<file path="src/pkg/watchdog_map.vh">
// constants for the processor watchdog supervisor
`ifndef WATCHDOG_MAP_VH
`define WATCHDOG_MAP_VH
`define WD_CLK_HZ 40000000
`define WD_TIMEOUT_S 15
`define WD_REPEAT_S 10
`define WD_PULSE_MS 100
`define WD_FLASH_MS 250
`define WD_TIMEOUT_CYC (`WD_TIMEOUT_S * `WD_CLK_HZ)
`define WD_REPEAT_CYC (`WD_REPEAT_S * `WD_CLK_HZ)
`define WD_PULSE_CYC (`WD_PULSE_MS * (`WD_CLK_HZ / 1000))
`define WD_FLASH_CYC (`WD_FLASH_MS * (`WD_CLK_HZ / 1000))
`define WD_ST_OPERATE 1'b0
`define WD_ST_FAILED 1'b1
`endif

</file>
<file path="src/rtl/pulse_timer.v">
// loadable down-counter that flags expiry
`timescale 1ns/10ps
`default_nettype none
module pulse_timer #(
    parameter WIDTH = 32
) (
    input wire sys_clk,
    input wire rst_n,
    input wire load,
    input wire [WIDTH-1:0] loadValue,
    input wire run,
    output wire expired
);
    reg [WIDTH-1:0] count_reg;
    reg [WIDTH-1:0] count_next;

    always @* begin
        count_next = count_reg;
        if (load) begin
            count_next = loadValue;
        end else if (run && count_reg != {WIDTH{1'b0}}) begin
            count_next = count_reg - {{(WIDTH-1){1'b0}}, 1'b1};
        end
    end

    always @(posedge sys_clk or negedge rst_n) begin
        if (!rst_n) begin
            count_reg <= {WIDTH{1'b0}};
        end else begin
            count_reg <= count_next;
        end
    end

    assign expired = run &&
        (count_reg == {{(WIDTH-1){1'b0}}, 1'b1});
endmodule
`default_nettype wire

</file>
<file path="src/rtl/processor_watchdog_supervisor.v">
// supervisory watchdog that resets the processing unit on missed kicks
// Overview of operation
// software toggles the kick line periodically to show it is alive
// each kick pulse restarts the full timeout interval
// no kick for 15 seconds puts the watchdog into failure
// while failed, the failure lamp output flashes
// while failed, an interval generator fires every 10 seconds
// each firing yields one 100 ms reset pulse on the bus reset line
// a kick after failure lights operate lamp, clears failure
// software keeps kicking during power-up tape track search
// if power-on reset fails, watchdog resets after the 15 s timeout
// ground support station attached holds timers off, no reset
// after reset the watchdog starts operating, timeout fresh, lamp off
// all intervals are counted in system clock cycles by parameters
`timescale 1ns/10ps
`default_nettype none
`include "watchdog_map.vh"
module processor_watchdog_supervisor #(
    parameter TIMEOUT_CYC = `WD_TIMEOUT_CYC,
    parameter REPEAT_CYC = `WD_REPEAT_CYC,
    parameter PULSE_CYC = `WD_PULSE_CYC,
    parameter FLASH_CYC = `WD_FLASH_CYC
) (
    input wire sys_clk,
    input wire rst_n,
    input wire kickLine,
    input wire groundStationCts,
    output reg busReset,
    output reg failureLamp,
    output reg operateLamp
);
    // pin synchronisers and edge detect
    reg kickMeta;
    reg kickSync;
    reg kickLast;
    reg gseMeta;
    reg gseSync;
    reg state_reg;
    reg firstRun_reg;
    reg pulseActive_reg;
    reg flashPhase_reg;
    reg state_next;
    reg pulseActive_next;
    reg flashPhase_next;
    reg [1:0] settle_reg;
    reg [1:0] settle_next;
    reg busReset_next;
    reg failureLamp_next;
    reg operateLamp_next;

    wire kickEdge;
    wire timeoutExpired;
    wire repeatExpired;
    wire pulseExpired;
    wire flashExpired;
    wire failed;
    wire loadTimeout;
    wire loadRepeat;
    wire fireReset;
    wire armed;
    wire timeoutDue;
    wire timeoutRun;
    wire repeatRun;

    // two-stage synchronisers for the pins
    always @(posedge sys_clk or negedge rst_n) begin
        if (!rst_n) begin
            kickMeta <= 1'b0;
            kickSync <= 1'b0;
            kickLast <= 1'b0;
        end else begin
            kickMeta <= kickLine;
            kickSync <= kickMeta;
            kickLast <= kickSync;
        end
    end

    always @(posedge sys_clk or negedge rst_n) begin
        if (!rst_n) begin
            gseMeta <= 1'b0;
            gseSync <= 1'b0;
        end else begin
            gseMeta <= groundStationCts;
            gseSync <= gseMeta;
        end
    end

    // any toggle counts as a kick, once the pipe holds real pin levels
    assign armed = (settle_reg == 2'h3);
    assign kickEdge = armed && (kickSync ^ kickLast);
    assign failed = (state_reg == `WD_ST_FAILED);
    // kicks, station attach and the start after reset reload timeout
    assign loadTimeout = kickEdge || gseSync || firstRun_reg;
    assign timeoutDue = timeoutExpired && !loadTimeout;
    assign loadRepeat = !failed || gseSync;
    assign fireReset = (timeoutDue || (failed && repeatExpired))
        && !gseSync;
    // timeout and repeat timers stand still while the station is attached
    assign timeoutRun = !failed && !gseSync;
    assign repeatRun = failed && !gseSync;

    // retriggerable timeout, reloaded by every kick
    pulse_timer #(.WIDTH(32)) timeoutTimer (
        .sys_clk(sys_clk),
        .rst_n(rst_n),
        .load(loadTimeout),
        .loadValue(TIMEOUT_CYC),
        .run(timeoutRun),
        .expired(timeoutExpired)
    );

    // free-running repeat interval while failed
    pulse_timer #(.WIDTH(32)) repeatTimer (
        .sys_clk(sys_clk),
        .rst_n(rst_n),
        .load(loadRepeat || repeatExpired),
        .loadValue(REPEAT_CYC),
        .run(repeatRun),
        .expired(repeatExpired)
    );

    // length of one reset pulse
    pulse_timer #(.WIDTH(32)) pulseTimer (
        .sys_clk(sys_clk),
        .rst_n(rst_n),
        .load(fireReset),
        .loadValue(PULSE_CYC),
        .run(pulseActive_reg),
        .expired(pulseExpired)
    );

    // half period of the failure lamp flash
    pulse_timer #(.WIDTH(32)) flashTimer (
        .sys_clk(sys_clk),
        .rst_n(rst_n),
        .load(!failed || flashExpired),
        .loadValue(FLASH_CYC),
        .run(failed),
        .expired(flashExpired)
    );

    // next state of the supervisor
    always @* begin
        state_next = state_reg;
        case (state_reg)
            `WD_ST_OPERATE: begin
                if (timeoutDue) begin
                    state_next = `WD_ST_FAILED;
                end
            end
            `WD_ST_FAILED: begin
                if (kickEdge) begin
                    state_next = `WD_ST_OPERATE;
                end
            end
            default: begin
                state_next = `WD_ST_OPERATE;
            end
        endcase
    end

    // reset pulse: started by firing, ended by its own timer
    always @* begin
        pulseActive_next = pulseActive_reg;
        if (gseSync) begin
            pulseActive_next = 1'b0;
        end else if (fireReset) begin
            pulseActive_next = 1'b1;
        end else if (pulseExpired) begin
            pulseActive_next = 1'b0;
        end
    end

    // flash phase toggles only while failed
    always @* begin
        flashPhase_next = flashPhase_reg;
        if (!failed || kickEdge) begin
            flashPhase_next = 1'b0;
        end else if (flashExpired) begin
            flashPhase_next = !flashPhase_reg;
        end
    end

    // counts the first edges after reset while the pipes fill
    always @* begin
        settle_next = settle_reg;
        if (settle_reg != 2'h3) begin
            settle_next = settle_reg + 2'h1;
        end
    end

    // output values, registered below
    always @* begin
        busReset_next = pulseActive_reg && !gseSync;
        failureLamp_next = failed && !kickEdge && flashPhase_reg;
        operateLamp_next = !failed || kickEdge;
    end

    always @(posedge sys_clk or negedge rst_n) begin
        if (!rst_n) begin
            state_reg <= `WD_ST_OPERATE;
            settle_reg <= 2'h0;
            firstRun_reg <= 1'b1;
            pulseActive_reg <= 1'b0;
            flashPhase_reg <= 1'b0;
            busReset <= 1'b0;
            failureLamp <= 1'b0;
            operateLamp <= 1'b0;
        end else begin
            state_reg <= state_next;
            settle_reg <= settle_next;
            firstRun_reg <= 1'b0;
            pulseActive_reg <= pulseActive_next;
            flashPhase_reg <= flashPhase_next;
            busReset <= busReset_next;
            failureLamp <= failureLamp_next;
            operateLamp <= operateLamp_next;
        end
    end
endmodule
`default_nettype wire

</file>
<file path="config.mk">
export PLATFORM = sky130hd
export DESIGN_NAME = processor_watchdog_supervisor
export DESIGN_NICKNAME = d
export VERILOG_FILES = /design/src/rtl/pulse_timer.v /design/src/rtl/processor_watchdog_supervisor.v
export VERILOG_INCLUDE_DIRS = /design/src /design/src/pkg
export SDC_FILE = /design/constraint.sdc
export NUM_CORES = 1
export LEC_CHECK = 0
export ABC_CLOCK_PERIOD_IN_PS = 9500
export CORE_ASPECT_RATIO = 1.25
export CORE_MARGIN = 10
export CORE_UTILIZATION = 45
export CTS_CLUSTER_DIAMETER = 120
export DETAILED_ROUTE_END_ITERATION = 10
export DONT_BUFFER_PORTS = 1
export PLACE_DENSITY = 0.57
export SETUP_SLACK_MARGIN = 0.02
export SLEW_MARGIN = 40
export SYNTH_ARGS = -nofsm -noshare
export SYNTH_HDL_FRONTEND = slang
export SYNTH_HIERARCHICAL = 1
export SYNTH_SLANG_ARGS = --single-unit
</file>
<file path="constraint.sdc">
create_clock -name sys_clk -period 9.5 [get_ports sys_clk]
set_clock_uncertainty 0.15 [all_clocks]
set_input_delay 0.475 -clock sys_clk [delete_from_list [all_inputs] [get_ports sys_clk]]
set_output_delay 0.475 -clock sys_clk [all_outputs]
set_load 0.01 [all_outputs]
</file>
[After elaboration in Yosys (flattened, before gate mapping)]
Index checks and enable logic that the tools add are counted.
Storage, ports and cells
  bits in registers: 142
  input bits: 4
Cells by class
  add/subtract/negate cells: 5
  equal/unequal tests: 6
  mux-type cells: 16
  bitwise operators: 2
  reductions and logical operators: 39
Operators with widths (number)
  $mux W32: 8
  $eq A32 B1 Y1 const B: 4
  $reduce_bool A32 Y1: 4
  $sub A32 B1 Y32 const B: 4
  $logic_and A1 B1 Y1: 17
  $reduce_bool A2 Y1: 5
  $logic_or A1 B1 Y1: 7
  $mux W1: 7
  $logic_not A1 Y1: 5
  $reduce_bool A3 Y1: 1
  $add A2 B1 Y2 const B: 1
  $eq A2 B2 Y1 const B: 1
  $ne A2 B2 Y1 const B: 1
  $pmux W1 S2: 1
  $not A1 Y1: 1
  $xor A1 B1 Y1: 1

[Longest topological paths before layout]
Gate-level depths: netlist (run 1).
  word-level depth: 10
  gate-level depth with buffers: 12
  mapped depth without buffers: 10

[Cells and area by module]
Netlist (run 1), hierarchy kept.
By module, submodules not included
  pulse_timer at flashTimer ...: instances 2, cells each 227, area each 1990.7 um^2
  pulse_timer at timeoutTimer: instances 1, cells each 237, area each 2098.3 um^2
  pulse_timer at repeatTimer: instances 1, cells each 246, area each 2068.2 um^2
  processor_watchdog_supervisor: instances 1, cells each 39, area each 499.2 um^2

[Least setup slack after synthesis (run 1)]
OpenSTA, ideal clock, no wires.
  path type: flip-flop to flip-flop
  start point: register flashTimer.count_reg[22]
  end point: register flashTimer.count_reg[23]
  setup time: 0.069 ns
  arrival: 3.185 ns
  setup slack: 6.096 ns
  cell stages (with the launch flop): 13
  buffers on the path: 5
  cell sequence: dfrtp_1 nor4_1 and3_1 buf_2 clkbuf_1 nand3_1 nor4b_1 nand2b_1 clkbuf_1 clkbuf_1 clkbuf_1 nand2_1 nand3_1
On the way
  word-level cells in the longest chain between the ends: 4
  elaborated cells between the ends (all ways): 9
  those cells by class: add/sub: 1; eq/ne: 1; mux: 2; reduce/logical: 5
Ends and longest elaborated chain
  start, declared: line pulse_timer.v:14  | reg [WIDTH-1:0] count_reg;
  start signal, assigned: line pulse_timer.v:28  | count_reg <= {WIDTH{1'b0}};
  start signal, assigned: line pulse_timer.v:30  | count_reg <= count_next;
  $eq A32 B1 Y1 *: line pulse_timer.v:35  | (count_reg == {{(WIDTH-1){1'b0}}, 1'b1});
  $logic_and A1 B1 Y1 *: line pulse_timer.v:34  | assign expired = run &&
  via flashExpired: line processor_watchdog_supervisor.v:55  | wire flashExpired;
  $logic_or A1 B1 Y1 *: line processor_watchdog_supervisor.v:136  | .load(!failed || flashExpired),
  $mux W32 / $reduce_bool A2 Y1 (equally long branches)
Mark *: on every way through the listed nets, which the timed path passes. The rest lies on a longest branch. The select of a mux whose other input is x is not followed.
A chain may end at the register's enable or synchronous reset.

[Final worst setup path (run 1)]
  start point: register repeatTimer.count_reg[6]
  end point: register pulseTimer.count_reg[0]
On the way
  word-level cells in the longest chain between the ends: 6
  elaborated cells between the ends (all ways): 7
  those cells by class: eq/ne: 1; mux: 1; reduce/logical: 5
Ends and longest elaborated chain
  start, declared: line pulse_timer.v:14
  start signal, assigned: line pulse_timer.v:28
  start signal, assigned: line pulse_timer.v:30
  $eq A32 B1 Y1 *: line pulse_timer.v:35
  $logic_and A1 B1 Y1 *: line pulse_timer.v:34
  via repeatExpired: line processor_watchdog_supervisor.v:53  | wire repeatExpired;
  $logic_and A1 B1 Y1 *: line processor_watchdog_supervisor.v:96  | assign fireReset = (timeoutDue || (failed && repeatExpired))
  $logic_or A1 B1 Y1 *: line processor_watchdog_supervisor.v:96
  $logic_and A1 B1 Y1 *: line processor_watchdog_supervisor.v:97  | && !gseSync;
  via fireReset: line processor_watchdog_supervisor.v:59  | wire fireReset;
  $mux W32 / $reduce_bool A2 Y1 (equally long branches)
  end signal, assigned: line pulse_timer.v:28
  end signal, assigned: line pulse_timer.v:30
  end, declared: line pulse_timer.v:14
Mark *: on every way through the listed nets, which the timed path passes. The rest lies on a longest branch.

==> impl_metrics.csv, run 1 <==
group,metric,value,unit
sta,final_min_period_over_clock_period,39.6,%
sta,tightestPinTransition,0.817,ns
pwr,switching_power,355,uW
pwr,p_seq_share,45.4,%
pwr,p_leak,0.00372,uW
yosys,synth_fa_ha_area_share,1.30,%
final_layout,layout-drive-gt1-share,8.17,%
floorplanning,num_io_pins,7,
yosys,yosys-mux-area-fraction,0.391,%
floorplanning,dieHeight,175,um
yosys,netlist_top_cells_count,"dfrtp_1 (141), nand2_1 (113), nor2_1 (88), or4_1 (60)",
clock_tree,cts_root_buffer,"clkbuf_16",
placed_design,port_buffers,0,
route,wl_per_cell,14.6,um
placed_design,placed_cell_area,9260,um^2
yosys,synth-simple-area-share,30.5,%
sta,max_freq,0.266,GHz
floorplanning,die_area,25200,um^2
critical_path,cp-start-kind,"flop",
global_route,grt_pass1_vias,6933,
clock_tree,post-cts-setup-buffer-count,0,
yosys,ys_ff_latch,142,
route,ant_nets,0,
pwr,internal-power,1110,uW
pwr,finalPower,1470,uW
floorplanning,core_area,18800,um^2
critical_path,r2r.worst_path.cells,9,
clock_tree,cts_resized,0,
worst_hold_path,hold_path_depth,0,
yosys,synth_cells,976,
worst_hold_path,worstHoldStart,"kickMeta$_DFF_PN0_",
placed_design,dp_hpwl,12.4,mm
critical_path,endpoint_kind,"flop",
pwr,comb_power_share,6.4,%
run_status,status,"complete, no violations",
global_route,grt_start_max_net_pins,143,
sta,relSlewSlack,45.0,%
route,wl,19.3,mm
pwr,p_clk_share,48.2,%
clock_tree,cts_tree,"done",
route,drt_pass1_iterations,5,
yosys,seq_area_frac_synth,41.1,%
clock_tree,cts_made_buffers,17,
global_route,overflow,0,
clock_tree,cts_sinks,142,
final_layout,area_growth,15.1,%
flow_run,maxCapViolCount,0,
route,via_per_inst,5.55,
yosys,synth_warnings,6,
sta,setup_viol,0,
sta,drv_slew,0,
final_layout,final_nets,1089,
yosys,syn-cell-area,8650,um^2
clock_tree,htree_num_levels,4,
worst_hold_path,hold_path_end,"kickSync$_DFF_PN0_",
global_route,grt_pass1_wl,34.1,mm
pwr,power_density,148,nW/um^2
yosys,synth_top_family_by_area,"simple AND/OR/NAND/NOR gates",
clock_tree,clk_latency,0.43,ns
floorplanning,initial_core_util,45.9,%
global_route,antenna_found_initial,0,
pwr,ir_drop,0.128,mV
yosys,yosysTopAreaCell,"dfrtp_1",
pwr,power_switching_share,24.2,%
placed_design,gp_congestion,0.786,
yosys,synth_edf_count,0,
yosys,yosysMostFrequentCell,"dfrtp_1",
critical_path,reg2reg_from,"repeatTimer/count_reg[6]$_DFFE_PN0P_",
route,drt_iter0_drc,428,
global_route,grt_usage,16.2,%
final_layout,design_area,9950,um^2
yosys,syn_avg_cell_area,8.86,um^2
sta,fin_setup_tns,0,ns
floorplanning,die_x,144,um
clock_tree,cts_max_path_buffers,2,
critical_path,worstPathMaxFanout,51,
route,drcViolationCount,0,
yosys,post_synth_main_area_contributors,"dfrtp_1 (41%), or4_1 (5.2%), nand2_1 (4.9%)",
worst_hold_path,hold_class,"reg -> reg",
yosys,synth_compound_area_share,19.0,%
yosys,synth_ff_type,"dfrtp_1",
yosys,post-synth-top-area-fraction,40.8,%
route,vias,7337,
clock_tree,clkTransAtPathRegs,0.06,ns
yosys,synth_cell_type_count,69,
sta,min_period,3.76,ns
floorplanning,rows,56,
sta,hold_violations,0,
critical_path,critPathKind,"reg -> reg",
critical_path,r2r_slack,5.74,ns
critical_path,required,9.66,ns
yosys,synthXorXnorAreaFrac,3.75,%
final_layout,antenna_cells,0,
critical_path,crit_arrival,3.92,ns
sta,rsz0062_at_grt,"false",
critical_path,r2r_end,"pulseTimer/count_reg[0]$_DFFE_PN0P_",
yosys,asyncSetResetFlopFracSynth,100,%
-- through the flow --
step / hold WS [ns] / setup WS [ns] / util [%] / cells
global placement: 0.0344 / 5.73 / 49.0 / 1285
finish: 0.205 / 5.74 / 52.8 / 1321
global route: 0.214 / 5.43 / 52.8 / 1321
CTS: 0.209 / 5.55 / 52.7 / 1321
floorplan: 0.0294 / 6.10 / - / 1103
detailed placement: 0.0355 / 5.56 / 49.1 / 1285
-- worst max path at each step --
stage / end / from / depth (start not counted)
3_5_place_dp: repeatTimer/count_reg[5]$_DFFE_PN0P_ / failed$_DFF_PN0_ / 8
6_report: pulseTimer/count_reg[0]$_DFFE_PN0P_ / repeatTimer/count_reg[6]$_DFFE_PN0P_ / 9
4_1_cts: repeatTimer/count_reg[5]$_DFFE_PN0P_ / failed$_DFF_PN0_ / 8
5_1_grt: pulseTimer/count_reg[0]$_DFFE_PN0P_ / timeoutTimer/count_reg[13]$_DFFE_PN0P_ / 11
2_1_floorplan: flashTimer/count_reg[23]$_DFFE_PN0P_ / flashTimer/count_reg[22]$_DFFE_PN0P_ / 12
3_3_place_gp: repeatTimer/count_reg[5]$_DFFE_PN0P_ / failed$_DFF_PN0_ / 8
-- cells by family (layout without fill, tap and decap cells) --
kind of cell	count (synthesis)	after routing
AO/OA/AOI/OAI	230	230
XOR/XNOR	37	37
adder cells (fa/ha/maj)	9	9
buffers and inverters	82	68
flip-flops	142	142
multiplexers	3	3
other	2	129
AND/OR/NAND/NOR	471	471
-- per-layer routing --
metal  GRT usage, %  wire, um  share of wire, %  vias to the layer above
met5              0         0                 0                        -
met4           5.12       247               1.3                        0
met3           2.58       368               1.9                       23
met2           25.9      9110                47                       52
met1           21.8      9610                50                     3454
li1               -         -                 -                     3808
-- final cells by class --
class	count	area, um^2
Clock buffer	24	492
Clock inverter	8	130
Fill cell	1748	8890
Inverter	24	91.3
Multi-Input combinational cell	879	5280
Sequential cell	142	3550
Tap cell	232	290
Timing Repair Buffer	12	118
-- repair_timing --
item	CTS	global route
hold buffers	4	0
endpoints found under the setup margin	0	0
hold endpoints to repair	144	0
-- worst max-delay path: stages (launching register included) --
cell and delay [ns]:
dfrtp_1 0.40, or4_4 0.59, or4_4 0.59, nor3_1 0.25, nand2_1 0.13, nand2_1 0.10, buf_4 0.38, inv_1 0.46
and4_1 0.32, a221o_1 0.25
-- cell usage in the layout, fill, tap and decap left out, types with 14 or more instances in the layout --
cell       netlist  final
inv_1           23     23
a2111oi_0       14     14
nand2_1        113    113
or4_1           60     60
nor3_1          17     17
o31ai_1         24     24
o21ai_0         42     42
nand3_1         46     46
a31oi_1         46     46
nand4_1         15     15
nor4_1          24     20
xnor2_1         33     33
conb_1           2    129
o211ai_1        27     27
clkbuf_16        0     17
dfrtp_1        141    141
nor2_1          88     88
or3_1           22     22
-- power by group through the flow --
stage               Combinational, uW  Clock, uW  Sequential [uW]
floorplan                        68.4          0              668
global placement                 77.7          0              677
detailed placement               79.3          0              676
CTS                              94.7        727              666
global route                      111        752              672
finish                           93.5        708              667
No activity file was read; power rests on OpenSTA's default activity.
==> run 2, diff against run 1 <==
--- a/config.mk
+++ b/config.mk
@@ -6,7 +6,7 @@
 export SDC_FILE = /design/constraint.sdc
 export NUM_CORES = 1
 export LEC_CHECK = 0
-export ABC_CLOCK_PERIOD_IN_PS = 9500
+export ABC_CLOCK_PERIOD_IN_PS = 3800
 export CORE_ASPECT_RATIO = 1.25
 export CORE_MARGIN = 10
 export CORE_UTILIZATION = 45
==> constraint.sdc (replaced) <==
create_clock -name sys_clk -period 3.8 [get_ports sys_clk]
set_clock_uncertainty 0.15 [all_clocks]
set_input_delay 0.19 -clock sys_clk [delete_from_list [all_inputs] [get_ports sys_clk]]
set_output_delay 0.19 -clock sys_clk [all_outputs]
set_load 0.01 [all_outputs]
==> run 2 against run 1 <==
  * Core utilization rose by 0.27 points
  * Flip-flop and latch count did not move
  * First-iteration DRC count rose by 0.93%
  * Combinational power rose to 2.5 times the previous value
  * Via count rose by 2.0%
  * Worst setup slack got worse by 5.3 ns
  * Design area rose by 0.50%
  * Global-route usage rose by 0.14 points
  * Sequential power rose to 2.5 times the previous value
  * Hold slack got worse by 0.023 ns
==> impl_metrics.csv, run 2 (synthesis results as in run 1) <==
group,metric,value,unit
critical_path,cp-start-kind,"flop",
sta,hold_violations,0,
final_layout,multi_input_area,5240,um^2
sta,rsz0062_at_grt,"false",
global_route,overflow,0,
route,drt_iter0_drc,432,
route,ant_nets,0,
critical_path,endpoint_kind,"flop",
placed_design,dpl_worst_slack,0.624,ns
final_layout,fill_cells,1776,
clock_tree,cts_root_buffer,"clkbuf_16",
sta,min_period,3.31,ns
global_route,grt_start_max_net_pins,143,
route,vias,7482,
floorplanning,initial_core_util,45.9,%
sta,fin_setup_tns,0,ns
floorplanning,core_area,18800,um^2
clock_tree,clk_latency,0.42,ns
final_layout,fin_cells,1335,
sta,relSlewSlack,48.4,%
final_layout,regArea,3550,um^2
run_status,status,"complete, no violations",
pwr,finalPower,3620,uW
clock_tree,cts_resized,0,
pwr,ir_drop,0.316,mV
pwr,power_density,362,nW/um^2
sta,whs,0.182,ns
clock_tree,htree_num_levels,4,
placed_design,dp_cells,1299,
clock_tree,cts_tree,"done",
sta,tightestPinTransition,0.774,ns
floorplanning,die_area,25200,um^2
route,drt_pass1_iterations,6,
final_layout,area_growth,15.7,%
clock_tree,cts_sinks,142,
placed_design,dp_hpwl,12.8,mm
placed_design,port_buffers,0,
clock_tree,cts_max_path_buffers,2,
route,wl_per_cell,14.8,um
placed_design,gp_congestion,0.809,
global_route,antenna_found_initial,0,
route,wl,19.8,mm
sta,final_min_period_over_clock_period,87.2,%
worst_hold_path,hold_class,"in -> reg",
route,drcViolationCount,0,
critical_path,critPathKind,"reg -> reg",
floorplanning,num_io_pins,7,
final_layout,final_cell_mix,"dfrtp_1 (141), conb_1 (129), nand2_1 (113)",
pwr,p_leak,0.00377,uW
floorplanning,rows,56,
final_layout,final_common_cell,"dfrtp_1",
final_layout,antenna_cells,0,
final_layout,final_nets,1103,
floorplanning,dieHeight,175,um
global_route,grt_pass1_wl,34.3,mm
route,via_per_inst,5.60,
sta,setup_viol,0,
critical_path,required,3.93,ns
sta,worst_slack,0.487,ns
global_route,grt_usage,16.3,%
sta,max_freq,0.302,GHz
flow_run,maxCapViolCount,0,
clock_tree,clkTransAtPathRegs,0.06,ns
final_layout,layout-drive-gt1-share,9.16,%
global_route,grt_pass1_vias,7032,
critical_path,worstPathMaxFanout,50,
sta,drv_slew,0,
floorplanning,die_x,144,um
critical_path,crit_arrival,3.44,ns
clock_tree,cts_made_buffers,17,
==> run 2: cell count changes in the layout (fill, tap and decap cells not counted), sizes merged <==
| cell | previous run | this run |
|---|---|---|
| buf | 9 | 23 |
| bufinv | 3 | 2 |
| clkbuf | 24 | 23 |
| clkinv | 3 | 4 |
| inv | 23 | 24 |
==> run 2: worst max-delay path: stages (launching register included) <==
cell	delay [ns]
dfrtp_1	0.39
or4_4	0.59
or4_4	0.57
nor3_1	0.29
nand2b_1	0.19
clkinv_2	0.51
o311ai_0	0.29
o311ai_1	0.17
==> run 2: path summary, 6_finish.rpt <==
check,start,end,slack (ns),cells past startpoint
setup / recovery,repeatTimer/count_reg[6]$_DFFE_PN0P_,repeatTimer/count_reg[5]$_DFFE_PN0P_,0.49,7
hold reg to reg,gseMeta$_DFF_PN0_,gseSync$_DFF_PN0_,0.21,0
max in group asynchronous,rst_n,repeatTimer/count_reg[17]$_DFFE_PN0P_,2.65,2
min in group asynchronous,rst_n,pulseTimer/count_reg[23]$_DFFE_PN0P_,0.21,2
hold / removal,kickLine,kickMeta$_DFF_PN0_,0.18,1
setup reg to reg,repeatTimer/count_reg[6]$_DFFE_PN0P_,repeatTimer/count_reg[5]$_DFFE_PN0P_,0.49,7
==> run 2: through the flow <==
step / cell area (um^2) / util [%]
after global routing: 10000 / 53.1
after detailed placement: 9340 / 49.6
after global placement: 9340 / 49.6
final: 10000 / 53.1
after floorplan: 9120 / -
after CTS: 10000 / 53.1
==> run 2: timing repair <==
action,in CTS,in global routing
buffers inserted,0,0
hold buffers,4,0
hold endpoints to repair,144,0
==> run 2: power by group <==
| part | leakage, uW | internal (uW) | switching, uW |
|---|---|---|---|
| clock network | 0.000292 | 1050 | 665 |
| registers | 0.00160 | 1580 | 81.2 |
| logic | 0.00188 | 95.6 | 141 |
==> run 2: routing by layer <==
metal / up-vias / track usage [%] / routed length (um)
li1: 3828 / - / -
met1: 3566 / 21.4 / 9780
met4: 0 / 5.58 / 284
met5: - / 0 / 0
met2: 64 / 26.6 / 9420
met3: 24 / 2.60 / 343
==> run 2: cell type report <==
type	count	area share [%]
Clock inverter	9	1.06
Timing Repair Buffer	26	2.23
Clock buffer	23	4.98
Tap cell	232	2.90
Multi-Input combinational cell	879	52.4
Inverter	24	0.913
Sequential cell	142	35.5
